**src/hdl/spi_readback_cfg.svh**
```systemverilog
// field positions, codes and reset values for the serial status readback block
`ifndef SPI_READBACK_CFG_SVH
`define SPI_READBACK_CFG_SVH

// ****************************************
// command word fields
// ****************************************
`define CMD_SIDE_BIT    7
`define CMD_ADDR_MSB    6
`define CMD_ADDR_LSB    4
`define CMD_SEL_MSB     2
`define ADDR_SELECT     3'h0
`define WORD_BITS       8

// ****************************************
// readback selector codes
// ****************************************
`define SEL_FAULT       3'h0
`define SEL_CTRL        3'h1
`define SEL_TRIP        3'h2
`define SEL_BLANK       3'h3
`define SEL_DRIVE       3'h4
`define SEL_TIMING      3'h5
`define SEL_PINS        3'h6
`define SEL_NULL        3'h7

// ****************************************
// reset values
// ****************************************
`define RST_SEL         3'h7
`define RST_SIDE        1'h0
`define RST_CNT         3'h0
// synchroniser reset levels: chip select (top bit) idles high, all else low
`define SYNC_RST_VAL    17'h10000

`endif

```
**src/hdl/spi_readback_pkg.sv**
```systemverilog
// types shared by the serial status readback block
package spi_readback_pkg;

  typedef enum logic {LINK_IDLE, LINK_SHIFT} link_state_type;
  typedef logic [7:0] word_type;
  typedef logic [2:0] sel_type;

endpackage : spi_readback_pkg

```
**src/hdl/bit_sync.sv**
```systemverilog
// two-flop synchroniser for a group of asynchronous levels
`timescale 1ns/1ps

module bit_sync #(
  parameter int               WIDTH   = 1,
  parameter logic [WIDTH-1:0] RST_VAL = '0
) (
  // clock and reset
  input  wire logic             clk,
  input  wire logic             rst,
  // levels
  input  wire logic [WIDTH-1:0] async_in,
  output logic      [WIDTH-1:0] sync_out
);

  logic [WIDTH-1:0] meta_q;

  // the first stage feeds only the second
  always_ff @(posedge clk) begin
    if (rst) begin
      meta_q   <= RST_VAL;
      sync_out <= RST_VAL;
    end else begin
      meta_q   <= async_in;
      sync_out <= meta_q;
    end
  end

endmodule : bit_sync

```
**src/hdl/word_buffer.sv**
```systemverilog
// small shift-style buffer, head entry drives the output directly
`timescale 1ns/1ps

module word_buffer #(
  parameter int WIDTH = 8,
  parameter int DEPTH = 2
) (
  // clock and reset
  input  wire logic             clk,
  input  wire logic             rst,
  // filling side
  input  wire logic             in_valid,
  output logic                  in_ready,
  input  wire logic [WIDTH-1:0] in_data,
  // draining side
  output logic                  out_valid,
  input  wire logic             out_ready,
  output logic      [WIDTH-1:0] out_data
);

  logic [WIDTH-1:0] mem_q [DEPTH];
  logic [DEPTH:0]   cnt_q;
  logic             push;
  logic             pop;
  logic [DEPTH:0]   wr_idx;
  logic [DEPTH:0]   cnt_d;
  logic             valid_q;

  assign in_ready  = (cnt_q < (DEPTH+1)'(DEPTH));
  assign out_valid = valid_q;
  assign cnt_d     = cnt_q + (DEPTH+1)'(push) - (DEPTH+1)'(pop);
  assign out_data  = mem_q[0];
  assign push      = in_valid & in_ready;
  assign pop       = out_valid & out_ready;
  assign wr_idx    = pop ? cnt_q - 1'b1 : cnt_q;

  // entries move toward the head on a pop, so the head is always a flop
  always_ff @(posedge clk) begin
    if (rst) begin
      cnt_q   <= '0;
      valid_q <= 1'b0;
      for (int i = 0; i < DEPTH; i++) begin
        mem_q[i] <= '0;
      end
    end else begin
      for (int i = 0; i < DEPTH; i++) begin
        if (push && wr_idx == (DEPTH+1)'(i)) begin
          mem_q[i] <= in_data;
        end else if (pop && i < DEPTH-1) begin
          mem_q[i] <= mem_q[i+1];
        end
      end
      cnt_q   <= cnt_d;
      valid_q <= (cnt_d != '0);
    end
  end

endmodule : word_buffer

```
**src/hdl/spi_status_readback.sv**
```systemverilog
// serial slave that returns the status word and echoes the input stream
`timescale 1ns/1ps
`include "spi_readback_cfg.svh"

// Overview of operation
// - chip select low loads status, shift MSB first
// - bits after eight echo received input bits
// - latch only when bit count multiple of eight
// - chip select high releases output, ends the transfer
// - invalid transfer leaves selection and status untouched
// - returned bit seven echoes previous command bit
// - selector persists until written again
// - selector 000 returns selected switch fault flags
// - selector 001 returns sense routes, serial ons
// - selector 010 returns high and low trips
// - selector 011 returns blanking and open-load settings
// - selector 100 returns direct drive settings
// - selector 101 low returns delay, switch-zero failsafe
// - selector 101 high returns watchdog, switch-one failsafe
// - selector 110 low returns live pin levels
// - selector 110 high returns voltage guard offs
// - selector 111 returns null low bits
// - overcurrent flags latch, undervolt flag unlatched here
// - summary fault bit set by any, cleared on read
// - fail status held by latched overcurrent until new switch-on
module spi_status_readback
  import spi_readback_pkg::*;
(
  // clock and reset
  input  wire logic       CLK_SYS,
  input  wire logic       SYS_RST,
  // serial link pins
  input  wire logic       CS_N,
  input  wire logic       SCLK,
  input  wire logic       SI,
  output logic            SO_OUT,
  output logic            SO_OE,
  // device pins sampled for readback
  input  wire logic [1:0] PARALLEL_DRIVE_PIN,
  input  wire logic       FAILSAFE_STRAP_PIN,
  input  wire logic       WAKE_PIN,
  // raw fault conditions per switch
  input  wire logic [1:0] OVERTEMP,
  input  wire logic [1:0] HIGH_OVERCURRENT,
  input  wire logic [1:0] LOW_OVERCURRENT,
  input  wire logic [1:0] OPEN_LOAD,
  input  wire logic       UNDERVOLT,
  input  wire logic       OVERVOLT,
  // programmed settings, index is the switch
  input  wire logic [1:0] SENSE_ROUTE,
  input  wire logic [1:0] SERIAL_ON,
  input  wire logic [1:0] HIGH_TRIP_LEVEL,
  input  wire logic [2:0] LOW_TRIP_LEVEL_ZERO,
  input  wire logic [2:0] LOW_TRIP_LEVEL_ONE,
  input  wire logic [1:0] BLANKING_TIME_ZERO,
  input  wire logic [1:0] BLANKING_TIME_ONE,
  input  wire logic [1:0] BLANKING_TIMEOUT_OFF,
  input  wire logic [1:0] OPEN_LOAD_CHECK_OFF,
  input  wire logic [1:0] FAST_SLEW,
  input  wire logic [1:0] SENSE_HIGH_RATIO,
  input  wire logic [1:0] PARALLEL_DRIVE_OFF,
  input  wire logic [1:0] AND_OR_COMBINE,
  input  wire logic [2:0] TURN_ON_DELAY_CODE,
  input  wire logic [1:0] FAILSAFE_STATE,
  input  wire logic [1:0] WATCHDOG_PERIOD_SELECT,
  input  wire logic       WATCHDOG_EXPIRED,
  input  wire logic       UNDERVOLT_GUARD_OFF,
  input  wire logic       OVERVOLT_GUARD_OFF,
  // serial switch-on pulses, one per switch
  input  wire logic [1:0] SWITCH_ON_CMD,
  // fault pin
  output logic            FAIL_STATUS_N,
  // latched command words toward the write registers
  output logic            CMD_VALID,
  input  wire logic       CMD_READY,
  output logic [7:0]      CMD_DATA
);

  // ****************************************
  // pin synchronisation
  // ****************************************
  localparam int SYNC_W = 17;

  logic [SYNC_W-1:0] sync_raw;
  logic [SYNC_W-1:0] sync_lvl;
  logic              cs_n_s;
  logic              sclk_s;
  logic              si_s;
  logic [1:0]        par_s;
  logic              strap_s;
  logic              wake_s;
  logic [1:0]        ot_s;
  logic [1:0]        och_s;
  logic [1:0]        ocl_s;
  logic [1:0]        ol_s;
  logic              uv_s;
  logic              ov_s;

  assign sync_raw = {CS_N, SCLK, SI, PARALLEL_DRIVE_PIN, FAILSAFE_STRAP_PIN, WAKE_PIN,
                     OVERTEMP, HIGH_OVERCURRENT, LOW_OVERCURRENT, OPEN_LOAD, UNDERVOLT, OVERVOLT};
  assign {cs_n_s, sclk_s, si_s, par_s, strap_s, wake_s,
          ot_s, och_s, ocl_s, ol_s, uv_s, ov_s} = sync_lvl;

  // chip select leaves reset at its idle level, so no false select follows reset
  bit_sync #(.WIDTH(SYNC_W), .RST_VAL(`SYNC_RST_VAL)) u_sync (
    .clk      (CLK_SYS),
    .rst      (SYS_RST),
    .async_in (sync_raw),
    .sync_out (sync_lvl)
  );

  // ****************************************
  // edge detection on synchronised levels
  // ****************************************
  logic       cs_n_q;
  logic       sclk_q;
  logic [1:0] par_q;

  // reset to idle levels so no false edge follows reset
  always_ff @(posedge CLK_SYS) begin
    if (SYS_RST) begin
      cs_n_q <= 1'b1;
      sclk_q <= 1'b0;
      par_q  <= 2'h0;
    end else begin
      cs_n_q <= cs_n_s;
      sclk_q <= sclk_s;
      par_q  <= par_s;
    end
  end

  wire       cs_fall   = cs_n_q & ~cs_n_s;
  wire       cs_rise   = ~cs_n_q & cs_n_s;
  wire       sclk_rise = ~sclk_q & sclk_s & ~cs_n_s;
  wire       sclk_fall = sclk_q & ~sclk_s & ~cs_n_s;
  wire [1:0] par_rise  = ~par_q & par_s;

  // ****************************************
  // transfer state and shift paths
  // ****************************************
  link_state_type state_q;
  word_type       sh_q;
  word_type       rx_q;
  logic           si_cap_q;
  logic [2:0]     cnt_q;
  logic           seen_q;
  logic           so_oe_q;
  word_type       status_word;
  logic           buf_ready;
  logic           read_fault_q;

  // a word counts only with a whole number of bytes and room in the buffer
  wire xfer_valid = seen_q & (cnt_q == `RST_CNT) & buf_ready;
  wire xfer_done  = cs_rise & (state_q == LINK_SHIFT);
  wire latch_word = xfer_done & xfer_valid;

  // link state follows chip select
  always_ff @(posedge CLK_SYS) begin
    if (SYS_RST) begin
      state_q <= LINK_IDLE;
      so_oe_q <= 1'b0;
    end else if (cs_fall) begin
      state_q <= LINK_SHIFT;
      so_oe_q <= 1'b1;
    end else if (cs_rise) begin
      state_q <= LINK_IDLE;
      so_oe_q <= 1'b0;
    end
  end

  // input is taken on the rising clock edge, output moves on the falling one
  always_ff @(posedge CLK_SYS) begin
    if (SYS_RST) begin
      sh_q     <= '0;
      rx_q     <= '0;
      si_cap_q <= 1'b0;
      cnt_q    <= `RST_CNT;
      seen_q   <= 1'b0;
    end else if (cs_fall) begin
      sh_q   <= status_word;
      cnt_q  <= `RST_CNT;
      seen_q <= 1'b0;
    end else if (sclk_rise) begin
      si_cap_q <= si_s;
      rx_q     <= {rx_q[6:0], si_s};
      cnt_q    <= cnt_q + 3'h1;
      seen_q   <= 1'b1;
    end else if (sclk_fall) begin
      sh_q <= {sh_q[6:0], si_cap_q};
    end
  end

  assign SO_OUT = sh_q[7];
  assign SO_OE  = so_oe_q;

  // ****************************************
  // selector and side memory
  // ****************************************
  sel_type sel_q;
  logic    side_q;

  // only a valid word may change them; the last byte in is ours
  always_ff @(posedge CLK_SYS) begin
    if (SYS_RST) begin
      sel_q  <= `RST_SEL;
      side_q <= `RST_SIDE;
    end else if (latch_word) begin
      side_q <= rx_q[`CMD_SIDE_BIT];
      if (rx_q[`CMD_ADDR_MSB:`CMD_ADDR_LSB] == `ADDR_SELECT) begin
        sel_q <= rx_q[`CMD_SEL_MSB:0];
      end
    end
  end

  // ****************************************
  // fault capture
  // ****************************************
  logic [1:0] och_q;
  logic [1:0] ocl_q;
  logic       fault_sum_q;
  logic       fail_n_q;

  wire [1:0] switch_on  = SWITCH_ON_CMD | par_rise;
  wire       uv_rep     = uv_s & ~UNDERVOLT_GUARD_OFF;
  wire       ov_rep     = ov_s & ~OVERVOLT_GUARD_OFF;
  wire       live_fault = (|ot_s) | (|och_s) | (|ocl_s) | (|ol_s) | uv_rep | ov_rep;
  wire       read_clear = latch_word & read_fault_q;

  // overcurrent flags stick until a new switch-on; a new event wins the tie
  always_ff @(posedge CLK_SYS) begin
    if (SYS_RST) begin
      och_q <= 2'h0;
      ocl_q <= 2'h0;
    end else begin
      och_q <= och_s | (och_q & ~switch_on);
      ocl_q <= ocl_s | (ocl_q & ~switch_on);
    end
  end

  // summary bit cleared once a valid transfer has returned it
  always_ff @(posedge CLK_SYS) begin
    if (SYS_RST) begin
      fault_sum_q  <= 1'b0;
      read_fault_q <= 1'b0;
      fail_n_q     <= 1'b1;
    end else begin
      fault_sum_q <= live_fault | (fault_sum_q & ~read_clear);
      if (cs_fall) begin
        read_fault_q <= (sel_q == `SEL_FAULT);
      end
      fail_n_q <= ~(live_fault | (|och_q) | (|ocl_q));
    end
  end

  assign FAIL_STATUS_N = fail_n_q;

  // ****************************************
  // status word selection
  // ****************************************
  word_type words [8];
  wire      s = side_q;

  assign words[0] = {s, ot_s[s], och_q[s], ocl_q[s], ol_s[s], uv_rep, ov_rep, fault_sum_q};
  assign words[1] = {s, `SEL_CTRL, SENSE_ROUTE[1], SERIAL_ON[1], SENSE_ROUTE[0], SERIAL_ON[0]};
  assign words[2] = {s, `SEL_TRIP, HIGH_TRIP_LEVEL[s],
                     s ? LOW_TRIP_LEVEL_ONE : LOW_TRIP_LEVEL_ZERO};
  assign words[3] = {s, `SEL_BLANK, OPEN_LOAD_CHECK_OFF[s], BLANKING_TIMEOUT_OFF[s],
                     s ? BLANKING_TIME_ONE : BLANKING_TIME_ZERO};
  assign words[4] = {s, `SEL_DRIVE, FAST_SLEW[s], SENSE_HIGH_RATIO[s],
                     PARALLEL_DRIVE_OFF[s], AND_OR_COMBINE[s]};
  assign words[5] = s ? {s, `SEL_TIMING, FAILSAFE_STATE[1], WATCHDOG_EXPIRED, WATCHDOG_PERIOD_SELECT}
                      : {s, `SEL_TIMING, FAILSAFE_STATE[0], TURN_ON_DELAY_CODE};
  assign words[6] = s ? {s, `SEL_PINS, 2'h0, UNDERVOLT_GUARD_OFF, OVERVOLT_GUARD_OFF}
                      : {s, `SEL_PINS, par_s[1], par_s[0], strap_s, wake_s};
  assign words[7] = {s, `SEL_NULL, 4'h0};
  assign status_word = words[sel_q];

  // ****************************************
  // command word buffer
  // ****************************************
  // a word arriving with the buffer full is refused like a short one,
  // because the serial master cannot be held off mid-frame
  word_buffer #(.WIDTH(`WORD_BITS), .DEPTH(2)) u_buf (
    .clk       (CLK_SYS),
    .rst       (SYS_RST),
    .in_valid  (latch_word),
    .in_ready  (buf_ready),
    .in_data   (rx_q),
    .out_valid (CMD_VALID),
    .out_ready (CMD_READY),
    .out_data  (CMD_DATA)
  );
endmodule : spi_status_readback

```
**config.mk**
```make
export PLATFORM = sky130hd
export DESIGN_NAME = spi_status_readback
export DESIGN_NICKNAME = d
export VERILOG_FILES = /design/src/hdl/spi_readback_pkg.sv /design/src/hdl/bit_sync.sv /design/src/hdl/word_buffer.sv /design/src/hdl/spi_status_readback.sv
export VERILOG_INCLUDE_DIRS = /design/src /design/src/hdl
export SDC_FILE = /design/constraint.sdc
export NUM_CORES = 1
export LEC_CHECK = 0
export CELL_PAD_IN_SITES_DETAIL_PLACEMENT = 1
export CELL_PAD_IN_SITES_GLOBAL_PLACEMENT = 2
export CORE_MARGIN = 10
export CORE_UTILIZATION = 40
export CTS_CLUSTER_SIZE = 25
export DETAILED_ROUTE_END_ITERATION = 12
export DONT_BUFFER_PORTS = 1
export MAX_ROUTING_LAYER = met4
export PLACE_DENSITY_LB_ADDON = 0.1
export SETUP_SLACK_MARGIN = 0.15
export SLEW_MARGIN = 20
export SYNTH_ARGS = -nofsm -noshare
export SYNTH_HDL_FRONTEND = slang
export SYNTH_SLANG_ARGS = --single-unit
```
**constraint.sdc**
```tcl
create_clock -name CLK_SYS -period 2.8 [get_ports CLK_SYS]
set_clock_uncertainty 0.15 [all_clocks]
set_input_delay 0.42 -clock CLK_SYS [delete_from_list [all_inputs] [get_ports CLK_SYS]]
set_output_delay 0.42 -clock CLK_SYS [all_outputs]
set_load 0.02 [all_outputs]
```
==> results of run 1 <==
[how the worst max path moves through the flow]
stage | startpoint | to | slack, ns | cells past startpoint
after CTS | u_buf.cnt_q[1]$_SDFF_PP0_ | u_buf.mem_q[0][7]$_SDFFCE_PN0P_ | 0.36 | 6
after floorplan | u_buf.cnt_q[1]$_SDFF_PP0_ | u_buf.mem_q[0][0]$_SDFFCE_PN0P_ | 0.54 | 6
final | u_buf.cnt_q[1]$_SDFF_PP0_ | u_buf.mem_q[0][7]$_SDFFCE_PN0P_ | 0.41 | 6
after detailed placement | u_buf.cnt_q[1]$_SDFF_PP0_ | u_buf.mem_q[0][7]$_SDFFCE_PN0P_ | 0.38 | 6
after global routing | u_buf.cnt_q[1]$_SDFF_PP0_ | u_buf.mem_q[0][7]$_SDFFCE_PN0P_ | 0.20 | 6
after global placement | u_buf.cnt_q[1]$_SDFF_PP0_ | u_buf.mem_q[0][5]$_SDFFCE_PN0P_ | 0.52 | 6
[layout make-up]
class / count / area (sq um) / area share, %
clock buffer: 9 / 124 / 2.99
inverter: 16 / 60.1 / 1.45
timing repair buffer: 13 / 128 / 3.08
clock inverter: 7 / 57.6 / 1.39
sequential: 90 / 1960 / 47.4
multi-input combinational: 230 / 1650 / 39.8
tap: 129 / 161 / 3.90
[power groups by stage]
stage / clock network (W) / registers [W] / logic, W
global placement: 0 / 0.00149 / 0.000234
finish: 0.000838 / 0.00146 / 0.000270
global route: 0.000929 / 0.00147 / 0.000306
CTS: 0.000868 / 0.00147 / 0.000274
floorplan: 0 / 0.00146 / 0.000248
detailed placement: 0 / 0.00150 / 0.000245
[critical path, stage by stage, from the launching register on]
cell     delay [ns]
dfxtp_1        0.34
inv_1          0.12
ha_1           0.16
nand4_1        0.17
nor2_1         0.32
a311o_1        0.48
mux2_1         0.40
[routing by layer]
metal	share of wire, %	up-vias
met1	45	1152
met3	6.7	8
met2	47	72
li1	-	1244
met5	0	-
met4	1.1	0
[stage by stage]
stage	setup WS, ns	util, %	total power [W]	area (sq um)	instances
2_1_floorplan	0.544	-	0.00171	3820	365
3_3_place_gp	0.524	41.9	0.00173	3890	473
3_5_place_dp	0.382	41.9	0.00174	3890	473
4_1_cts	0.361	44.5	0.00261	4130	493
5_1_grt	0.204	44.6	0.00271	4140	494
6_report	0.406	44.6	0.00257	4140	494
[flip-flops by register name, indices dropped and copies added, names as in the netlist, 2 cells and up]
signal,flops
rx_q,8
sh_q,8
cnt_q,3
och_q,2
sel_q,3
ocl_q,2
u_sync.meta_q,17
u_buf.mem_q,16
u_sync.sync_out,17
par_q,2
u_buf.cnt_q,3
[placed cells by master (no fill, tap or decap), types with 2 or more instances in the layout]
master / n
dfxtp_1: 74
nor2b_1: 44
a21oi_1: 24
nor2_1: 21
nand2_1: 20
inv_1: 16
edfxtp_1: 16
mux2i_1: 14
nor3_1: 13
clkbuf_8: 9
o21ai_0: 8
and3b_1: 8
mux2_1: 8
ha_1: 8
buf_4: 8
a211oi_1: 7
mux4_2: 6
nand2b_1: 5
mux2_2: 4
inv_6: 4
dlygate4sd3_1: 4
nand3b_1: 3
a221oi_1: 3
or2_2: 3
a211o_1: 3
nor4_1: 3
xnor2_1: 2
o21bai_1: 2
nor3b_1: 2
and2_1: 2
a21bo_2: 2
nand3_1: 2
xor2_1: 2
[timing repair]
item / CTS / global route
setup endpoints to repair: 0 / 0
endpoints found under the hold margin: 68 / 3
hold buffers: 4 / 1
gates resized for setup: 0 / 0
[synthesized netlist by cell type, drive strengths merged, types with 12 or more instances]
cell type | count | area share [%]
mux2 | 12 | 3.5
nand2 | 20 | 2.0
nor3 | 13 | 1.7
dfxtp | 74 | 39
nor2b | 44 | 7.2
edfxtp | 16 | 13
inv | 16 | 1.6
clkbuf | 13 | 1.3
nor2 | 21 | 2.1
a21oi | 24 | 3.1
mux2i | 14 | 3.7
buf | 16 | 2.6
[cell families after synthesis]
group	after synthesis	synth area share (%)
mux	32	10.8
xor+xnor	4	0.918
compound gates	55	9.44
fa+ha+maj	9	3.15
flops	90	51.4
buf+inv	45	5.44
simple gates	130	18.9
==> results.tsv, run 1 <==
stage	metric	value	unit
timing	Final Critical Period	2.39	ns
layout	Filler Cells Inserted	1057	
clock_network	Reg clk slew, reported paths	0.10	ns
power_and_ir_drop	Psw	0.000711	W
setup_path	crit-path max FO	8	
timing	Pins Over Slew Limit	0	
layout	# diodes	0	
hold_path	Hold Startpoint	UNDERVOLT	
power_and_ir_drop	Int Power	0.00186	W
global_route	met2 Use GR	20.0	%
hold_path	Worst Hold Class	in2reg	
timing	Final setup viols	0	
synthesis	#FFs+latches synth	90	
hold_path	Hold Crit Depth	1	
clock_network	Setup Buffers After CTS	0	
routing	drt drc	0	
global_route	routing usage on met1	14.5	%
timing	share of the clock period used by the worst path	85.5	%
synthesis	post-synthesis cell area	0.00382	sq mm
floorplanning	# rows	35	
clock_network	H-tree depth	3	
routing	drt pass-1 iters	4	
setup_path	required time of the critical path	2.76	ns
setup_path	FF-to-FF Start	u_buf.cnt_q[1]$_SDFF_PP0_	
setup_path	reg2reg end	u_buf.mem_q[0][7]$_SDFFCE_PN0P_	
setup_path	Worst Reg-to-Reg Cells	6	
global_route	pin count of the biggest net entering global routing	68	
synthesis	Syn Nets	434	
timing	RSZ-0062 raised after global routing	no	
power_and_ir_drop	Clk pwr share	32.6	%
clock_network	CTS Buffer Depth	2	
power_and_ir_drop	leakage	1.57	nW
layout	layout cells sized above 1	11.2	%
power_and_ir_drop	PD cells	621	mW/mm^2
timing	max frequency	418	MHz
floorplanning	Die Y	118	microns
timing	hold slack	0.0252	ns
timing	count of final hold-check violations	0	
global_route	Remaining Overflow, GRT	0	
global_route	grt peak-use layer	met2	
setup_path	Worst EP arrival	2.36	ns
floorplanning	Ports	72	
floorplanning	area of the die	0.0139	sq mm
setup_path	CP endpoint kind	flop	
synthesis	Post-synth EDFFs	16	
power_and_ir_drop	Peak VDD IR	0.289	mV
routing	Post-DRT Antenna Nets	0	
synthesis	share of synthesized registers carrying an async set or reset	0	%
setup_path	Startpoint Class	flop	
status	status	completed	
synthesis	Top FF cell, synth	dfxtp_1	
floorplanning	chip width	118	microns
clock_network	Worst-Skew Late Latency	0.37	ns
floorplanning	CORE AREA	0.00928	sq mm
clock_network	CTS tree	yes	
timing	post-route setup TNS	0	ns
global_route	initial antenna violation count	0	
place	Detailed Place HPWL	6120	microns
synthesis	synth warn	0	
timing	worst-margin pin slew	0.718	ns
place	GPL Wtd Cong	0.745	
power_and_ir_drop	Sequential Power Share	56.9	%
layout	area grow syn2layout	8.46	%
synthesis	Seq/Total Area, Yosys	51.4	%
clock_network	cts bufs inserted	9	
floorplanning	Initial Util	41.1	%
power_and_ir_drop	Comb power frac	10.5	%
run	Max Cap Viol	0	
clock_network	clock root cell	clkbuf_8	
routing	final WL	8540	microns
setup_path	Worst R2R Setup Slack	0.41	ns
synthesis	post-synthesis cell count	365	
routing	Vias	2476	
routing	vias per cell	5.01	
layout	Final #Nets	429	
global_route	M3 GR Usage	4.89	%
synthesis	synthesized area per cell	10.5	sq um
global_route	GRT Total Usage	12.6	%
setup_path	Crit Path Category	reg2reg	
power_and_ir_drop	switch share	27.7	%
hold_path	Hold Path End	u_sync.meta_q[1]$_SDFF_PP0_	
synthesis	synth unique cells	44	
global_route	vias in the first global route	2645	
routing	initial DRC count	128	
routing	WL/cell	17.3	microns
place	PortBufs	0	
clock_network	CTS Sinks	90	
global_route	global-route wire length before repair	13800	microns
timing	worst rel slew slack	51.7	%
Note: power is estimated with default switching activity, not from simulation.
==> inputs of run 2 (changes only) <==
--- a/config.mk
+++ b/config.mk
@@ -8,6 +8,7 @@
 export LEC_CHECK = 0
 export CELL_PAD_IN_SITES_DETAIL_PLACEMENT = 1
 export CELL_PAD_IN_SITES_GLOBAL_PLACEMENT = 2
+export CORE_ASPECT_RATIO = 0.5
 export CORE_MARGIN = 10
 export CORE_UTILIZATION = 40
 export CTS_CLUSTER_SIZE = 25
==> constraint.sdc (replaced) <==
create_clock -name CLK_SYS -period 2.7 [get_ports CLK_SYS]
set_clock_uncertainty 0.15 [all_clocks]
set_input_delay 0.405 -clock CLK_SYS [delete_from_list [all_inputs] [get_ports CLK_SYS]]
set_output_delay 0.405 -clock CLK_SYS [all_outputs]
set_load 0.02 [all_outputs]
==> run 2 against run 1 <==
  * Clock-buffer cell count grew 2
  * Global-route usage up 1.7 points
  * Combinational power increased by 2%
  * Largest power group unchanged
  * Largest cell class unchanged
  * Critical path type unchanged
  * Utilization is 0.83 points higher
==> results.tsv, run 2 (synthesis gave the netlist of run 1 again) <==
stage	metric	value	unit
layout	area grow syn2layout	11.7	%
setup_path	Worst path depth	8	
timing	worst rel slew slack	58.7	%
setup_path	Top Family by Delay on Critical Path	adder cells	
clock_network	Worst-Skew Late Latency	0.34	ns
layout	Post-Route Utilization	45.4	%
floorplanning	# rows	25	
setup_path	Worst R2R Setup Slack	0.37	ns
routing	Post-DRT Antenna Nets	0	
layout	final non-filler cell area	0.00426	sq mm
global_route	global-route wire length before repair	15000	microns
routing	vias per cell	5.21	
routing	WL/cell	19.2	microns
global_route	GRT Total Usage	14.3	%
setup_path	required time of the critical path	2.77	ns
layout	Final #Nets	430	
clock_network	Reg clk slew, reported paths	0.07	ns
clock_network	CTS tree	yes	
run	Max Cap Viol	0	
floorplanning	Initial Util	40.7	%
clock_network	CTS Sinks	90	
layout	# diodes	0	
setup_path	WP buf/inv	1	
timing	worst-margin pin slew	0.619	ns
setup_path	Startpoint Class	flop	
layout	most frequent cells in the layout	dfxtp_1 (74), nor2b_1 (44), a21oi_1 (24)	
setup_path	Worst Reg-to-Reg Cells	8	
timing	Final Critical Period	2.33	ns
clock_network	cts bufs inserted	9	
timing	RSZ-0062 raised after global routing	no	
routing	initial DRC count	105	
routing	final WL	9330	microns
setup_path	FF-to-FF Start	u_buf.cnt_q[1]$_SDFF_PP0_	
setup_path	crit-path max FO	5	
power_and_ir_drop	leakage	1.63	nW
timing	post-route setup TNS	0	ns
setup_path	CP peak stage delay	0.44	ns
global_route	initial antenna violation count	0	
timing	Pins Over Slew Limit	0	
power_and_ir_drop	PD cells	727	mW/mm^2
floorplanning	CORE AREA	0.00938	sq mm
global_route	Remaining Overflow, GRT	0	
floorplanning	area of the die	0.0141	sq mm
setup_path	Critical Path Sink	u_buf.out_valid$_SDFF_PP0_	
power_and_ir_drop	Peak VDD IR	0.316	mV
timing	count of final hold-check violations	0	
layout	layout cells sized above 1	12.0	%
hold_path	Worst Hold Class	in2reg	
routing	drt drc	0	
floorplanning	chip width	158	microns
layout	biggest regs	u_sync.meta_q x17, u_sync.sync_out x17, u_buf.mem_q x16	
routing	Vias	2536	
routing	drt pass-1 iters	4	
floorplanning	Die Y	89.1	microns
floorplanning	Ports	72	
global_route	pin count of the biggest net entering global routing	65	
setup_path	Worst EP arrival	2.40	ns
status	status	completed	
setup_path	reg2reg end	u_buf.out_valid$_SDFF_PP0_	
timing	Final setup viols	0	
place	pre-CTS setup slack	0.314	ns
setup_path	worst setup path start	u_buf.cnt_q[1]$_SDFF_PP0_	
place	GPL Wtd Cong	0.791	
place	Detailed Place HPWL	6440	microns
setup_path	critical-path cell list	inv_1 -> ha_1 -> nand4_1 -> nor2_1 -> ha_1 -> fa_1 -> nor2_1 -> a21oi_1	
layout	most common cell after layout, fill and taps aside	dfxtp_1	
clock_network	CTS Buffer Depth	2	
setup_path	Crit Path Category	reg2reg	
place	placed cell area	0.00390	sq mm
clock_network	clock root cell	clkbuf_16	
place	PortBufs	0	
clock_network	H-tree depth	3	
timing	setup ws final	0.370	ns
global_route	vias in the first global route	2820	
setup_path	CP endpoint kind	flop	
timing	max frequency	429	MHz
setup_path	Worst path slowest cell	fa_1	
timing	share of the clock period used by the worst path	86.3	%
==> run 2: changes by cell type in the layout (fill, tap and decap cells not counted) <==
cell           before  now
clkinvlp_4          0    1
clkinv_4            0    1
clkbuf_4            0    1
a311o_1             1    0
bufinv_16           0    1
inv_8               1    0
buf_4               8   10
dlygate4sd3_1       4    3
inv_6               4    1
clkinv_2            1    0
clkbuf_16           0    9
a311o_2             0    1
clkbuf_8            9    1
==> run 2: what timing repair did <==
item	in CTS	in global routing
endpoints found under the hold margin	64	1
setup buffers	0	0
setup endpoints to repair	0	8
gates resized for setup	0	1
hold buffers	2	2
==> run 2: final cells by class <==
cell class,count,area (sq um)
Fill cell,1033,5120
Sequential cell,90,1960
Multi-Input combinational cell,230,1650
Clock buffer,11,246
Tap cell,121,151
Timing Repair Buffer,14,133
Clock inverter,5,61.3
Inverter,16,60.1
==> run 2: worst min path at each step <==
| stage | startpoint | endpoint | slack [ns] | depth (start not counted) |
|---|---|---|---|---|
| 3_3_place_gp | u_sync.meta_q[16]$_SDFF_PP1_ | u_sync.sync_out[16]$_SDFF_PP1_ | 0.25 | 1 |
| 4_1_cts | SYS_RST | sel_q[0]$_SDFFE_PP1P_ | 0.001 | 1 |
| 6_report | SYS_RST | sel_q[0]$_SDFFE_PP1P_ | 0.01 | 1 |
| 3_5_place_dp | u_sync.meta_q[16]$_SDFF_PP1_ | u_sync.sync_out[16]$_SDFF_PP1_ | 0.26 | 1 |
| 2_1_floorplan | u_sync.meta_q[16]$_SDFF_PP1_ | u_sync.sync_out[16]$_SDFF_PP1_ | 0.24 | 1 |
| 5_1_grt | CS_N | u_sync.meta_q[16]$_SDFF_PP1_ | 0.005 | 1 |
==> run 2: per-layer routing <==
metal / GRT usage (%) / vias to the layer above / share of wire, %
met3: 5.48 / 8 / 5.2
met1: 17.5 / 1228 / 50
met5: - / - / 0
li1: - / 1244 / -
met2: 21.8 / 56 / 44
met4: 3.51 / 0 / 0.84
==> run 2: where the power goes <==
| group | internal, W | switching, W |
|---|---|---|
| clock | 0.000759 | 0.000544 |
| sequential | 0.00145 | 0.0000712 |
| combinational | 0.000127 | 0.000150 |
| total | 0.00233 | 0.000765 |
==> run 2: metrics by stage <==
step | std cells | hold WS [ns] | power (W)
after global placement | 467 | 0.246 | 0.00179
after CTS | 485 | 0.00126 | 0.00313
after floorplan | 365 | 0.239 | 0.00177
after detailed placement | 467 | 0.260 | 0.00180
final | 487 | 0.0133 | 0.00310
after global routing | 487 | 0.00546 | 0.00322
